`src/rtl/io_xchg_defines.svh`:
```
// Purpose: constants for the I/O register exchange decoder and the backplane bus.
// Assumes: 16-bit words, octal address ranges given as sized hex values.
// Notes:   included by both ends and the test bench.
// Summary of operation
// - direct exchange address from instruction bits 10..0
// - software loads T before indirect exchange
// - indirect exchange uses all sixteen T bits
// - address bit 0: zero input, one output
// - exchange only moves one word, nothing else
// - direct exchange reaches all 2048 registers
// - direct bit 10 selects maker or customer
// - maker registers lie within octal 0-1777
// - indirect with bits 15..11 zero matches direct
// - bit15 zero, bits 14..11 nonzero is illegal
// - bit 15 set reaches indirect-only registers
// - octal 100000-100777 are system control registers
// - error correction transfer becomes indirect 100115
// - octal 101000-107777 reserved, no function
// - octal 110000-177777 reserved, no function
// - under operating system, nonprivileged use flagged
// - OS off, paging off: exchange unprivileged
// - controllers never start transfers themselves
// - data only with programmed-transfer data registers
// - written registers odd, read registers even
// - one module serves at most four devices
`ifndef IO_XCHG_DEFINES_SVH
`define IO_XCHG_DEFINES_SVH
`define DIRECT_ADDR_BITS      11
`define CUSTOMER_BIT          10
`define MAKER_LIMIT           16'h03ff
`define SYSCTL_LO             16'h8000
`define SYSCTL_HI             16'h81ff
`define MAKER_RSV_LO          16'h8200
`define MAKER_RSV_HI          16'h8fff
`define EXT_RSV_LO            16'h9000
`define ECC_CTRL_ADDR         16'h804d
`define EXEC_TIMEOUT          16'h00ff
// register offsets of the cpu decoder (apb byte addresses)
`define REG_CMD               12'h000
`define REG_INSTR             12'h004
`define REG_TREG              12'h008
`define REG_AREG              12'h00c
`define REG_STATUS            12'h010
`define REG_MODE              12'h014
// command register fields
`define CMD_GO_BIT            0
`define CMD_INDIRECT_BIT      1
`define CMD_ECC_XFER_BIT      2
// mode register fields
`define MODE_OS_BIT           0
`define MODE_PAGING_BIT       1
`define MODE_PRIV_BIT         2
`endif

```
`src/rtl/io_xchg_pkg.sv`:
```
// Purpose: types shared by the decoder ends.
// Assumes: nothing beyond the defines header.
// Notes:   address classes of the register space.
package io_xchg_pkg;
   typedef enum logic [2:0] {
      CLS_MAKER, CLS_CUSTOMER, CLS_ILLEGAL, CLS_SYSCTL, CLS_MAKER_RSV, CLS_EXT_RSV
   } addr_class_e;
   typedef logic [15:0] word_t;
endpackage

```
`src/rtl/io_xchg_if.sv`:
```
// Purpose: backplane register exchange link between cpu decoder and controllers.
// Assumes: single clock; request held until ack.
// Notes:   dir high is output from the a register.
`timescale 1ns/10ps
interface io_xchg_if (
   input wire logic i_clk     // shared clock
);
   logic        req;
   logic        dir_out;
   logic [15:0] addr;
   logic [15:0] wdata;
   logic        ack;
   logic [15:0] rdata;
   modport cpu  (output req, output dir_out, output addr, output wdata,
                 input ack, input rdata);
   modport ctrl (input req, input dir_out, input addr, input wdata,
                 output ack, output rdata);
endinterface

```
`src/rtl/io_xchg_cpu.sv`:
```
// Purpose: cpu-side decoder executing direct and indirect register exchanges.
// Assumes: apb master software issues orders; backplane device acks in time.
// Notes:   unclaimed addresses end with a timeout flag instead of a hang.
//
// Design decisions made here: the APB slave port and the placing of the registers.
`timescale 1ns/10ps
`include "io_xchg_defines.svh"
module io_xchg_cpu
   import io_xchg_pkg::*;
(
   input  wire logic        i_clk,       // system clock
   input  wire logic        i_arst_n,    // async reset, active low
   input  wire logic        i_psel,      // apb select
   input  wire logic        i_penable,   // apb enable
   input  wire logic        i_pwrite,    // apb direction
   input  wire logic [11:0] i_paddr,     // apb byte address
   input  wire logic [31:0] i_pwdata,    // apb write data
   output logic      [31:0] o_prdata,    // apb read data
   output logic             o_pready,    // apb ready
   output logic             o_pslverr,   // apb error
   io_xchg_if.cpu           link         // backplane side
);
   typedef enum {ST_IDLE, ST_WAIT, ST_DONE} xchg_state_e;

   logic [15:0] instr_word;
   logic [15:0] t_reg;
   logic [15:0] a_reg;
   logic [2:0]  mode;
   logic        busy;
   logic        illegal_err;
   logic        priv_err;
   logic        timeout_err;
   logic        done;
   logic [2:0]  cls_last;
   logic [15:0] wait_cnt;
   xchg_state_e state;

   function automatic addr_class_e classify(input logic [15:0] a);
      // bit 15 first: the indirect-only space needs no further legality check
      if (a[15]) begin
         if (a <= `SYSCTL_HI) classify = CLS_SYSCTL;
         else if (a <= `MAKER_RSV_HI) classify = CLS_MAKER_RSV;
         else classify = CLS_EXT_RSV;
      end else if (a[14:11] != 4'h0) begin
         classify = CLS_ILLEGAL;
      end else if (a[`CUSTOMER_BIT]) begin
         classify = CLS_CUSTOMER;
      end else begin
         classify = CLS_MAKER;
      end
   endfunction

   // status layout: class 8:6, timeout 5, privilege 4, illegal 3, done 1, busy 0
   function automatic logic [31:0] status_word(input logic [2:0] cls, input logic tmo,
                                               input logic prv, input logic ill,
                                               input logic dn, input logic bsy);
      status_word = {23'h00_0000, cls, tmo, prv, ill, 1'b0, dn, bsy};
   endfunction

   // apb access completes in its access cycle; unmapped gives pslverr
   logic        apb_acc;
   logic        apb_wr;
   logic        mapped;
   logic [15:0] cmd_wd;
   assign apb_acc = i_psel && i_penable;
   assign apb_wr  = apb_acc && i_pwrite;
   assign mapped  = (i_paddr <= `REG_MODE) && (i_paddr[1:0] == 2'b00);
   assign cmd_wd  = i_pwdata[15:0];

   // next exchange address: direct from instruction, indirect from t
   logic [15:0] next_addr;
   addr_class_e next_cls;
   logic        go;
   logic        privileged_ok;
   always_comb begin
      if (cmd_wd[`CMD_ECC_XFER_BIT]) begin
         next_addr = `ECC_CTRL_ADDR;
      end else if (cmd_wd[`CMD_INDIRECT_BIT]) begin
         next_addr = t_reg;
      end else begin
         next_addr = {5'b00000, instr_word[`DIRECT_ADDR_BITS-1:0]};
      end
   end
   // classes are decoded once here; reserved ranges still go out and time out
   assign next_cls = classify(next_addr);
   // a go while busy is dropped, not queued: one exchange at a time
   assign go = apb_wr && (i_paddr == `REG_CMD) && cmd_wd[`CMD_GO_BIT] && !busy;
   // os running needs the privilege bit; os off and paging off runs freely
   assign privileged_ok = !mode[`MODE_OS_BIT] ? !mode[`MODE_PAGING_BIT] || mode[`MODE_PRIV_BIT]
                                              : mode[`MODE_PRIV_BIT];

   always_ff @(posedge i_clk or negedge i_arst_n) begin
      if (!i_arst_n) begin
         o_pready  <= 1'b0;
         o_pslverr <= 1'b0;
         o_prdata  <= 32'h0000_0000;
      end else begin
         // zero wait states: ready stands in the first access cycle, read data latched in setup
         o_pready  <= i_psel && !i_penable;
         o_pslverr <= i_psel && !i_penable && !mapped;
         o_prdata  <= 32'h0000_0000;
         if (i_psel && !i_penable && !i_pwrite) begin
            case (i_paddr)
               `REG_INSTR:  o_prdata <= {16'h0000, instr_word};
               `REG_TREG:   o_prdata <= {16'h0000, t_reg};
               `REG_AREG:   o_prdata <= {16'h0000, a_reg};
               `REG_STATUS: o_prdata <= status_word(cls_last, timeout_err, priv_err,
                                                    illegal_err, done, busy);
               `REG_MODE:   o_prdata <= {29'h0000_0000, mode};
               default:     o_prdata <= 32'h0000_0000;
            endcase
         end
      end
   end

   // software-owned registers; a is also loaded by input exchanges
   // writes land at the access edge, the same edge the master samples ready on
   always_ff @(posedge i_clk or negedge i_arst_n) begin
      if (!i_arst_n) begin
         instr_word <= 16'h0000;
         t_reg      <= 16'h0000;
         mode       <= 3'b000;
      end else if (apb_wr && o_pready && mapped) begin
         case (i_paddr)
            `REG_INSTR: instr_word <= i_pwdata[15:0];
            `REG_TREG:  t_reg      <= i_pwdata[15:0];
            `REG_MODE:  mode       <= i_pwdata[2:0];
            default:    ;
         endcase
      end
   end

   always_ff @(posedge i_clk or negedge i_arst_n) begin
      if (!i_arst_n) begin
         state       <= ST_IDLE;
         busy        <= 1'b0;
         done        <= 1'b0;
         illegal_err <= 1'b0;
         priv_err    <= 1'b0;
         timeout_err <= 1'b0;
         cls_last    <= 3'b000;
         wait_cnt    <= 16'h0000;
         link.req     <= 1'b0;
         link.dir_out <= 1'b0;
         link.addr    <= 16'h0000;
         link.wdata   <= 16'h0000;
      end else begin
         case (state)
            ST_IDLE: begin
               if (go && o_pready) begin
                  cls_last    <= next_cls;
                  done        <= 1'b0;
                  illegal_err <= 1'b0;
                  priv_err    <= 1'b0;
                  timeout_err <= 1'b0;
                  if (!privileged_ok) begin
                     priv_err <= 1'b1;
                     done     <= 1'b1;
                  end else if (next_cls == CLS_ILLEGAL) begin
                     // reported through status only; the backplane stays quiet
                     illegal_err <= 1'b1;   // no bus access
                     done        <= 1'b1;
                  end else begin
                     // one word moves between a and the register, nothing more
                     link.req     <= 1'b1;
                     link.addr    <= next_addr;
                     link.dir_out <= next_addr[0];
                     link.wdata   <= a_reg;
                     busy         <= 1'b1;
                     wait_cnt     <= 16'h0000;
                     state        <= ST_WAIT;
                  end
               end
            end
            ST_WAIT: begin
               wait_cnt <= wait_cnt + 16'h0001;
               if (link.ack) begin
                  link.req <= 1'b0;
                  state    <= ST_DONE;
               // the bound keeps an empty or reserved address from hanging the cpu
               end else if (wait_cnt == `EXEC_TIMEOUT) begin
                  // reserved or empty addresses answer nobody
                  timeout_err <= 1'b1;
                  link.req    <= 1'b0;
                  state       <= ST_DONE;
               end
            end
            ST_DONE: begin
               // done rises after the link has dropped, so software never sees both
               busy  <= 1'b0;
               done  <= 1'b1;
               state <= ST_IDLE;
            end
            default: state <= ST_IDLE;
         endcase
      end
   end

   // a takes the answer at the ack edge, where rdata is valid;
   // software may load it only while no exchange is running
   always_ff @(posedge i_clk or negedge i_arst_n) begin
      if (!i_arst_n) begin
         a_reg <= 16'h0000;
      end else if (state == ST_WAIT && link.ack && !link.dir_out) begin
         a_reg <= link.rdata;
      end else if (apb_wr && o_pready && i_paddr == `REG_AREG && !busy) begin
         a_reg <= i_pwdata[15:0];
      end
   end
endmodule

```
`src/flat_wrapper.sv`:
```
// flat-port wrapper written by rule: the top's interface ports become plain ports
module io_xchg_cpu_flat import io_xchg_pkg::*;
  (i_clk, i_arst_n, i_psel, i_penable, i_pwrite, i_paddr, i_pwdata, o_prdata, o_pready, o_pslverr, link_req, link_dir_out, link_addr, link_wdata, link_ack, link_rdata);
  io_xchg_if link_i (.i_clk(i_clk));
  input  wire logic i_clk;
  input  wire logic i_arst_n;
  input  wire logic i_psel;
  input  wire logic i_penable;
  input  wire logic i_pwrite;
  input  wire logic [11:0] i_paddr;
  input  wire logic [31:0] i_pwdata;
  output logic      [31:0] o_prdata;
  output logic o_pready;
  output logic o_pslverr;
  output wire logic [$bits(link_i.req)-1:0] link_req;
  output wire logic [$bits(link_i.dir_out)-1:0] link_dir_out;
  output wire logic [$bits(link_i.addr)-1:0] link_addr;
  output wire logic [$bits(link_i.wdata)-1:0] link_wdata;
  input wire logic [$bits(link_i.ack)-1:0] link_ack;
  input wire logic [$bits(link_i.rdata)-1:0] link_rdata;
  assign link_req = link_i.req;
  assign link_dir_out = link_i.dir_out;
  assign link_addr = link_i.addr;
  assign link_wdata = link_i.wdata;
  assign link_i.ack = link_ack;
  assign link_i.rdata = link_rdata;
  io_xchg_cpu u_core (.i_clk(i_clk), .i_arst_n(i_arst_n), .i_psel(i_psel), .i_penable(i_penable), .i_pwrite(i_pwrite), .i_paddr(i_paddr), .i_pwdata(i_pwdata), .o_prdata(o_prdata), .o_pready(o_pready), .o_pslverr(o_pslverr), .link(link_i));
endmodule
```
`config.mk`:
```
export PLATFORM = sky130hd
export DESIGN_NAME = io_xchg_cpu_flat
export DESIGN_NICKNAME = d
export VERILOG_FILES = /design/src/rtl/io_xchg_pkg.sv /design/src/rtl/io_xchg_if.sv /design/src/rtl/io_xchg_cpu.sv /design/src/flat_wrapper.sv
export VERILOG_INCLUDE_DIRS = /design/src /design/src/rtl
export SDC_FILE = /design/constraint.sdc
export NUM_CORES = 1
export LEC_CHECK = 0
export BUFFER_PORTS_ARGS = -buffer_cell sky130_fd_sc_hd__buf_2
export CORE_UTILIZATION = 40
export DETAILED_ROUTE_END_ITERATION = 8
export GPL_TIMING_DRIVEN = 0
export REMOVE_ABC_BUFFERS = 1
export SLEW_MARGIN = 5
export SYNTH_ARGS = -nofsm -noshare
export SYNTH_HDL_FRONTEND = slang
export SYNTH_SLANG_ARGS = --single-unit
```
`constraint.sdc`:
```
create_clock -name i_clk -period 6 [get_ports i_clk]
set_input_delay 0.6 -clock i_clk [delete_from_list [all_inputs] [get_ports i_clk]]
set_output_delay 0.6 -clock i_clk [all_outputs]
set_load 0.005 [all_outputs]
```
==> results of run 1 <==
[report_power, final]
group	internal [mW]	switching (mW)
combinational	0.0352	0.0608
sequential	0.884	0.0187
clock	0.545	0.412
[how the worst min path moves through the flow]
stage / start / to / cells after the start
CTS: i_arst_n / u_core.link.addr[1]$_DFFE_PN0P_ / 1
global placement: u_core.link.wdata[14]$_DFFE_PN0P_ / u_core.link.wdata[14]$_DFFE_PN0P_ / 2
global route: i_arst_n / u_core.wait_cnt[14]$_DFFE_PN0P_ / 1
finish: i_arst_n / u_core.wait_cnt[13]$_DFFE_PN0P_ / 1
detailed placement: u_core.link.wdata[11]$_DFFE_PN0P_ / u_core.link.wdata[11]$_DFFE_PN0P_ / 2
floorplan: i_arst_n / u_core.a_reg[0]$_DFFE_PN0P_ / 0
[per-stage QoR]
step | instances | instance area, sq um | util [%] | setup slack, ns | hold WS (ns)
floorplan | 542 | 5740 | - | 3.16 | 0.304
global placement | 827 | 6480 | 44.6 | 1.64 | 0.448
detailed placement | 834 | 6650 | 45.8 | 2.23 | 0.452
CTS | 866 | 7200 | 49.6 | 2.66 | 0.164
global route | 866 | 7200 | 49.6 | 2.50 | 0.183
finish | 866 | 7200 | 49.6 | 2.66 | 0.148
[worst max-delay path, cell delays in order]
cell     delay, ns
buf_2         0.09
nor3_1        0.62
and4_1        0.89
nand2_1       0.93
mux2i_1       0.38
o21ai_0       0.11
[cells by family after synthesis]
family	Yosys count	share of synthesized area (%)
buffers and inverters	51	4.77
multiplexers	60	10.9
flip-flops	128	53.8
other	1	0.0630
adder cells (fa/ha/maj)	1	0.210
AND/OR/NAND/NOR	220	18.3
AO/OA/AOI/OAI	112	11.9
[metal layers]
metal | vias to the layer above | track usage [%]
met5 | - | 0
met4 | 2 | 9.08
met3 | 19 | 4.85
met2 | 140 | 33.2
met1 | 2336 | 27.9
li1 | 2214 | -
[area by class of cell]
| cell class | count | area (sq um) |
|---|---|---|
| fillers | 1349 | 7330 |
| flip-flops and latches | 128 | 3200 |
| multi-input cells | 409 | 2560 |
| repair buffers | 108 | 639 |
| clock buffers | 19 | 443 |
| well taps | 184 | 230 |
| clock inverters | 13 | 105 |
| inverters | 5 | 18.8 |
[Yosys cell counts, types with 2 or more instances]
cell type  instances  area share (%)
inv_1              5            0.32
nor4_2             2            0.42
a2111oi_0          5            0.74
nor4b_1            2            0.29
o21ai_0           38             3.2
buf_1              3            0.19
a31oi_1            2            0.21
and2_1             2            0.21
mux2i_1           22             3.7
buf_4             19             2.4
buf_2              5            0.42
mux2_2            28             5.3
buf_6              2            0.38
o31a_1             2            0.29
a21oi_1           28             2.4
nand4_1            4            0.42
clkbuf_1          17             1.1
a21o_1             7            0.88
and3_1             6            0.63
mux2_1            10             1.9
dfrtp_1          128              54
a222oi_1           8             1.3
o211ai_1           2            0.25
nor4_1             5            0.53
nand2_1          101             6.4
nor2_1            27             1.7
nand2b_1           6            0.63
a221oi_1           2            0.29
nor3_1            17             1.4
nor2b_1            7            0.74
o31ai_1            2            0.25
or4_1              6            0.76
or3_1             11             1.2
nand3_1           14             1.2
nor3b_1            2            0.25
a22oi_1           10             1.3
==> results.tsv, run 1 <==
stage	metric	value	unit
status	status	finished, final reports clean	
routing	DRT Pass-1 Iters	7	
worst_setup_path	reg2reg setup slack	3.02	ns
global_route	Overall Global Routing Usage	21.1	%
timing	Hold Violations, Final	0	
finish	Area growth, synth to finish	21.0	%
cts	post-CTS repair timing setup buffer count	0	
pwr	pwr/cell area	272	mW/mm^2
worst_setup_path	Worst setup SP type	primary input	
yosys	Cell variety after synth	52	
timing	min cycle time layout	3.34	ns
global_route	grt total ovfl	0	
yosys	Synth Warn #	0	
floorplan	Row Count	44	
routing	vias per cell	5.44	
worst_setup_path	Worst Setup SP	i_paddr[5]	
routing	Post-Route M1 WL	6990	um
routing	top layer used by detailed routing	met5	
finish	final net count	736	
yosys	EDFF count, synth	0	
pwr	Static Leakage	3.58	nW
routing	WL per Instance	17.7	um
place	Detail Placement HPWL	10300	um
routing	routed wl met3	790	um
worst_setup_path	Crit path required time	6.30	ns
worst_setup_path	CP Capture Type	flip-flop	
job	number of max-cap violations	0	
finish	most common cell after layout, fill and taps aside	dfrtp_1	
cts	CTS root buf	clkbuf_16	
yosys	post-synthesis instance total	573	
timing	RSZ-0062 raised after global routing	false	
finish	Ant. Diodes	0	
worst_setup_path	CP Class	in -> reg	
timing	Final setup viols	0	
yosys	Mapped Avg Cell Area	10.4	sq um
routing	routed via count	4711	
cts	H-tree levels	4	
timing	relative slew slack	15.7	%
yosys	Synth Flop Type	dfrtp_1	
timing	Setup Total Neg Slack	0	ns
pwr	VDD IR max	0.000206	V
global_route	first-pass GRT wire length	24100	um
cts	worst skew pair latency	0.43	ns
floorplan	die area	0.0154	sq mm
floorplan	Initial Util	40.9	%
finish	most frequent cells in the layout	dfrtp_1, nand2_1, buf_2, o21ai_0	
worst_setup_path	reg2reg end	u_core.wait_cnt[15]$_DFFE_PN0P_	
worst_setup_path	critical-path maximum fanout	17	
cts	Reg clk slew, reported paths	0.06	ns
floorplan	Die H	124	um
timing	max-slew violation count	0	
worst_setup_path	WP data arrival	3.63	ns
cts	Post-CTS Hold Fix Bufs	0	
global_route	vias in the first global route	4576	
routing	met2 WL	7280	um
routing	ANT nets after route	0	
global_route	largest net degree at the start of global routing	71	
place	Final Wtd Congestion	0.886	
floorplan	Die Width	124	um
pwr	Overall Power	1.96	mW
min_path	Hold Path Class	in -> async	
cts	CTS Buf Count	17	
finish	layout cells sized above 1	26.1	%
routing	DRT Wirelength	15300	um
place	# port buffers	101	
yosys	FFs w/ async S/R, synth	100	%
worst_setup_path	reg2reg start	u_core.t_reg[11]$_DFFE_PN0P_	
floorplan	total core area	0.0145	sq mm
routing	DRC Markers	0	
yosys	synthesized area	0.00595	sq mm
cts	Clock Path Buffers	2	
timing	Max Freq	0.300	GHz
cts	Sink Count	128	
yosys	flop and latch count out of synthesis	128	
cts	Resized cells post-CTS	0	
global_route	initial antenna violation count	1	
timing	period utilisation layout	55.6	%
worst_setup_path	Register-to-Register Path Depth	5	
timing	Setup Skew	0.0132	ns
cts	CTS tree	built	
timing	actual slew at the worst max-slew pin	1.26	ns
routing	Initial DRC Count	366	
floorplan	Top Ports	134	
yosys	sequential share of the synthesized area	53.8	%
worst_setup_path	Critical Path End	u_core.a_reg[4]$_DFFE_PN0P_	
(Power assumes the default switching activity.)
==> run 2: changes to the inputs <==
Clock period 6 ns to 3.49 ns, I/O delays scaled along.
==> run 2 against run 1 <==
Power grew 72%. Sequential power grew 72%. Critical endpoint unchanged. Die area is the same. Setup slack lost 2.3 ns. Global-route usage is the same. Combinational power grew 73%. Register-to-register slack lost 2.5 ns. Flip-flop and latch count is the same. Clock skew grew 0.0015 ns. Count of clock-buffer cells in the layout is the same.
==> results.tsv, run 2 (synthesized netlist as in run 1, its figures left out) <==
stage	metric	value	unit	change
min_path	Hold Crit Depth	3		
pwr	pwr/cell area	466	mW/mm^2	+72%
worst_setup_path	Crit path required time	3.79	ns	-2.51 ns
cts	Sink Count	128		unchanged
finish	Ant. Diodes	0		unchanged
cts	Clock Path Buffers	2		unchanged
floorplan	total core area	0.0145	sq mm	unchanged
job	number of max-cap violations	0		unchanged
timing	Max Freq	0.323	GHz	
finish	most common cell after layout, fill and taps aside	dfrtp_1		
timing	Hold Violations, Final	0		unchanged
floorplan	Row Count	44		unchanged
routing	routed via count	4725		+0.30%
timing	Setup Skew	0.0147	ns	+0.00153 ns
finish	most frequent cells in the layout	dfrtp_1, nand2_1, buf_2, o21ai_0		
status	status	finished, final reports clean		
min_path	hold path endpoint	u_core.a_reg[13]$_DFFE_PN0P_		
floorplan	die area	0.0154	sq mm	unchanged
finish	multi-input logic area	0.00256	sq mm	unchanged
cts	H-tree levels	4		unchanged
global_route	initial antenna violation count	1		unchanged
place	Final Wtd Congestion	0.886		unchanged
timing	relative slew slack	11.6	%	-4.1 points
timing	RSZ-0062 raised after global routing	false		
finish	# fillers	1349		unchanged
cts	CTS Buf Count	17		unchanged
cts	CTS tree	built		
global_route	grt total ovfl	0		unchanged
routing	Initial DRC Count	375		+2.5%
global_route	first-pass GRT wire length	24100	um	unchanged
floorplan	Initial Util	40.9	%	unchanged
cts	Reg clk slew, reported paths	0.06	ns	about the same
floorplan	Die H	124	um	unchanged
timing	min cycle time layout	3.09	ns	
place	Area after DPL	0.00665	sq mm	unchanged
min_path	worst hold start	link_rdata[13]		
global_route	largest net degree at the start of global routing	71		unchanged
timing	period utilisation layout	88.6	%	
pwr	VDD IR max	0.000352	V	+71%
worst_setup_path	WP data arrival	3.39	ns	-0.24 ns
floorplan	Top Ports	134		unchanged
floorplan	Die Width	124	um	unchanged
worst_setup_path	reg2reg start	u_core.t_reg[11]$_DFFE_PN0P_		
routing	WL per Instance	17.7	um	about the same
worst_setup_path	critical-path maximum fanout	17		unchanged
worst_setup_path	reg2reg end	u_core.wait_cnt[15]$_DFFE_PN0P_		
routing	DRT Wirelength	15300	um	+0.10%
worst_setup_path	CP Class	in -> reg		
finish	layout cells sized above 1	26.1	%	-0.038 points
global_route	vias in the first global route	4576		unchanged
routing	DRT Pass-1 Iters	5		-2
finish	Sequential cell area	0.00320	sq mm	unchanged
place	# port buffers	101		unchanged
pwr	Static Leakage	3.58	nW	+0.12%
finish	final net count	737		+0.14%
routing	vias per cell	5.45		+0.18%
worst_setup_path	CP Capture Type	flip-flop		
routing	DRC Markers	0		unchanged
timing	max-slew violation count	0		unchanged
cts	CTS root buf	clkbuf_16		
global_route	Overall Global Routing Usage	21.1	%	unchanged
worst_setup_path	Register-to-Register Path Depth	5		unchanged
routing	ANT nets after route	0		unchanged
place	Detail Placement HPWL	10300	um	unchanged
min_path	Hold Path Class	in -> reg		
worst_setup_path	reg2reg setup slack	0.52	ns	-2.50 ns
worst_setup_path	Worst setup SP type	primary input		
cts	Resized cells post-CTS	0		unchanged
pwr	Overall Power	3.36	mW	+72%
cts	worst skew pair latency	0.43	ns	about the same
finish	Area growth, synth to finish	21.2	%	
timing	actual slew at the worst max-slew pin	1.32	ns	+0.0615 ns
finish	final instance area	0.00721	sq mm	+0.14%
timing	Final setup viols	0		unchanged
[run 2: how the worst max path moves through the flow]
stage	start	to	slack [ns]	depth (start not counted)
after CTS	i_paddr[8]	u_core.a_reg[4]$_DFFE_PN0P_	0.40	6
after detailed placement	i_paddr[5]	u_core.a_reg[4]$_DFFE_PN0P_	-0.03	6
final	i_paddr[8]	u_core.a_reg[4]$_DFFE_PN0P_	0.40	6
after floorplan	u_core.state[1]$_DFFE_PN0P_	u_core.a_reg[0]$_DFFE_PN0P_	0.87	3
after global routing	i_paddr[8]	u_core.a_reg[5]$_DFFE_PN0P_	0.24	6
after global placement	u_core.state[1]$_DFFE_PN0P_	u_core.a_reg[5]$_DFFE_PN0P_	-0.76	3
[run 2: layer usage]
layer  share of wire [%]  track usage [%]  vias up
met3                 4.8             4.85       20
met2                  47             33.2      135
met1                  46             27.9     2352
met4                 1.5             9.08        2
met5               0.072                0        -
li1                    -                -     2216
[run 2: timing repair]
item,CTS,global route
hold buffers,1,0
hold endpoints to repair,58,0
buffers inserted,0,0
[run 2: critical path: stages]
cell	delay, ns
buf_2	0.11
nor4_2	0.62
and4_1	0.89
nand2_1	0.92
mux2i_1	0.38
o21ai_0	0.11
[run 2: cell type report]
cell class,count,area share [%]
Sequential cell,128,44.4
Multi-Input combinational cell,409,35.5
Timing Repair Buffer,109,9.00
Clock buffer,19,6.14
Tap cell,184,3.19
Clock inverter,13,1.46
Inverter,5,0.260
[run 2: where the power goes]
part	leakage [nW]	total (mW)	internal [mW]	switching, mW
logic	1.62	0.166	0.0613	0.105
registers	1.70	1.55	1.52	0.0321
clock network	0.257	1.64	0.937	0.708
total	3.58	3.36	2.52	0.844
[run 2: metrics by stage]
stage	setup WS (ns)	std cells	util [%]	setup TNS (ns)	hold slack, ns
detailed placement	-0.0277	834	45.8	-0.0811	0.365
global route	0.242	867	49.6	0	0.128
floorplan	0.870	542	-	0	0.0534
CTS	0.399	867	49.6	0	0.116
finish	0.397	867	49.6	0	0.125
global placement	-0.765	827	44.6	-18.84	0.448
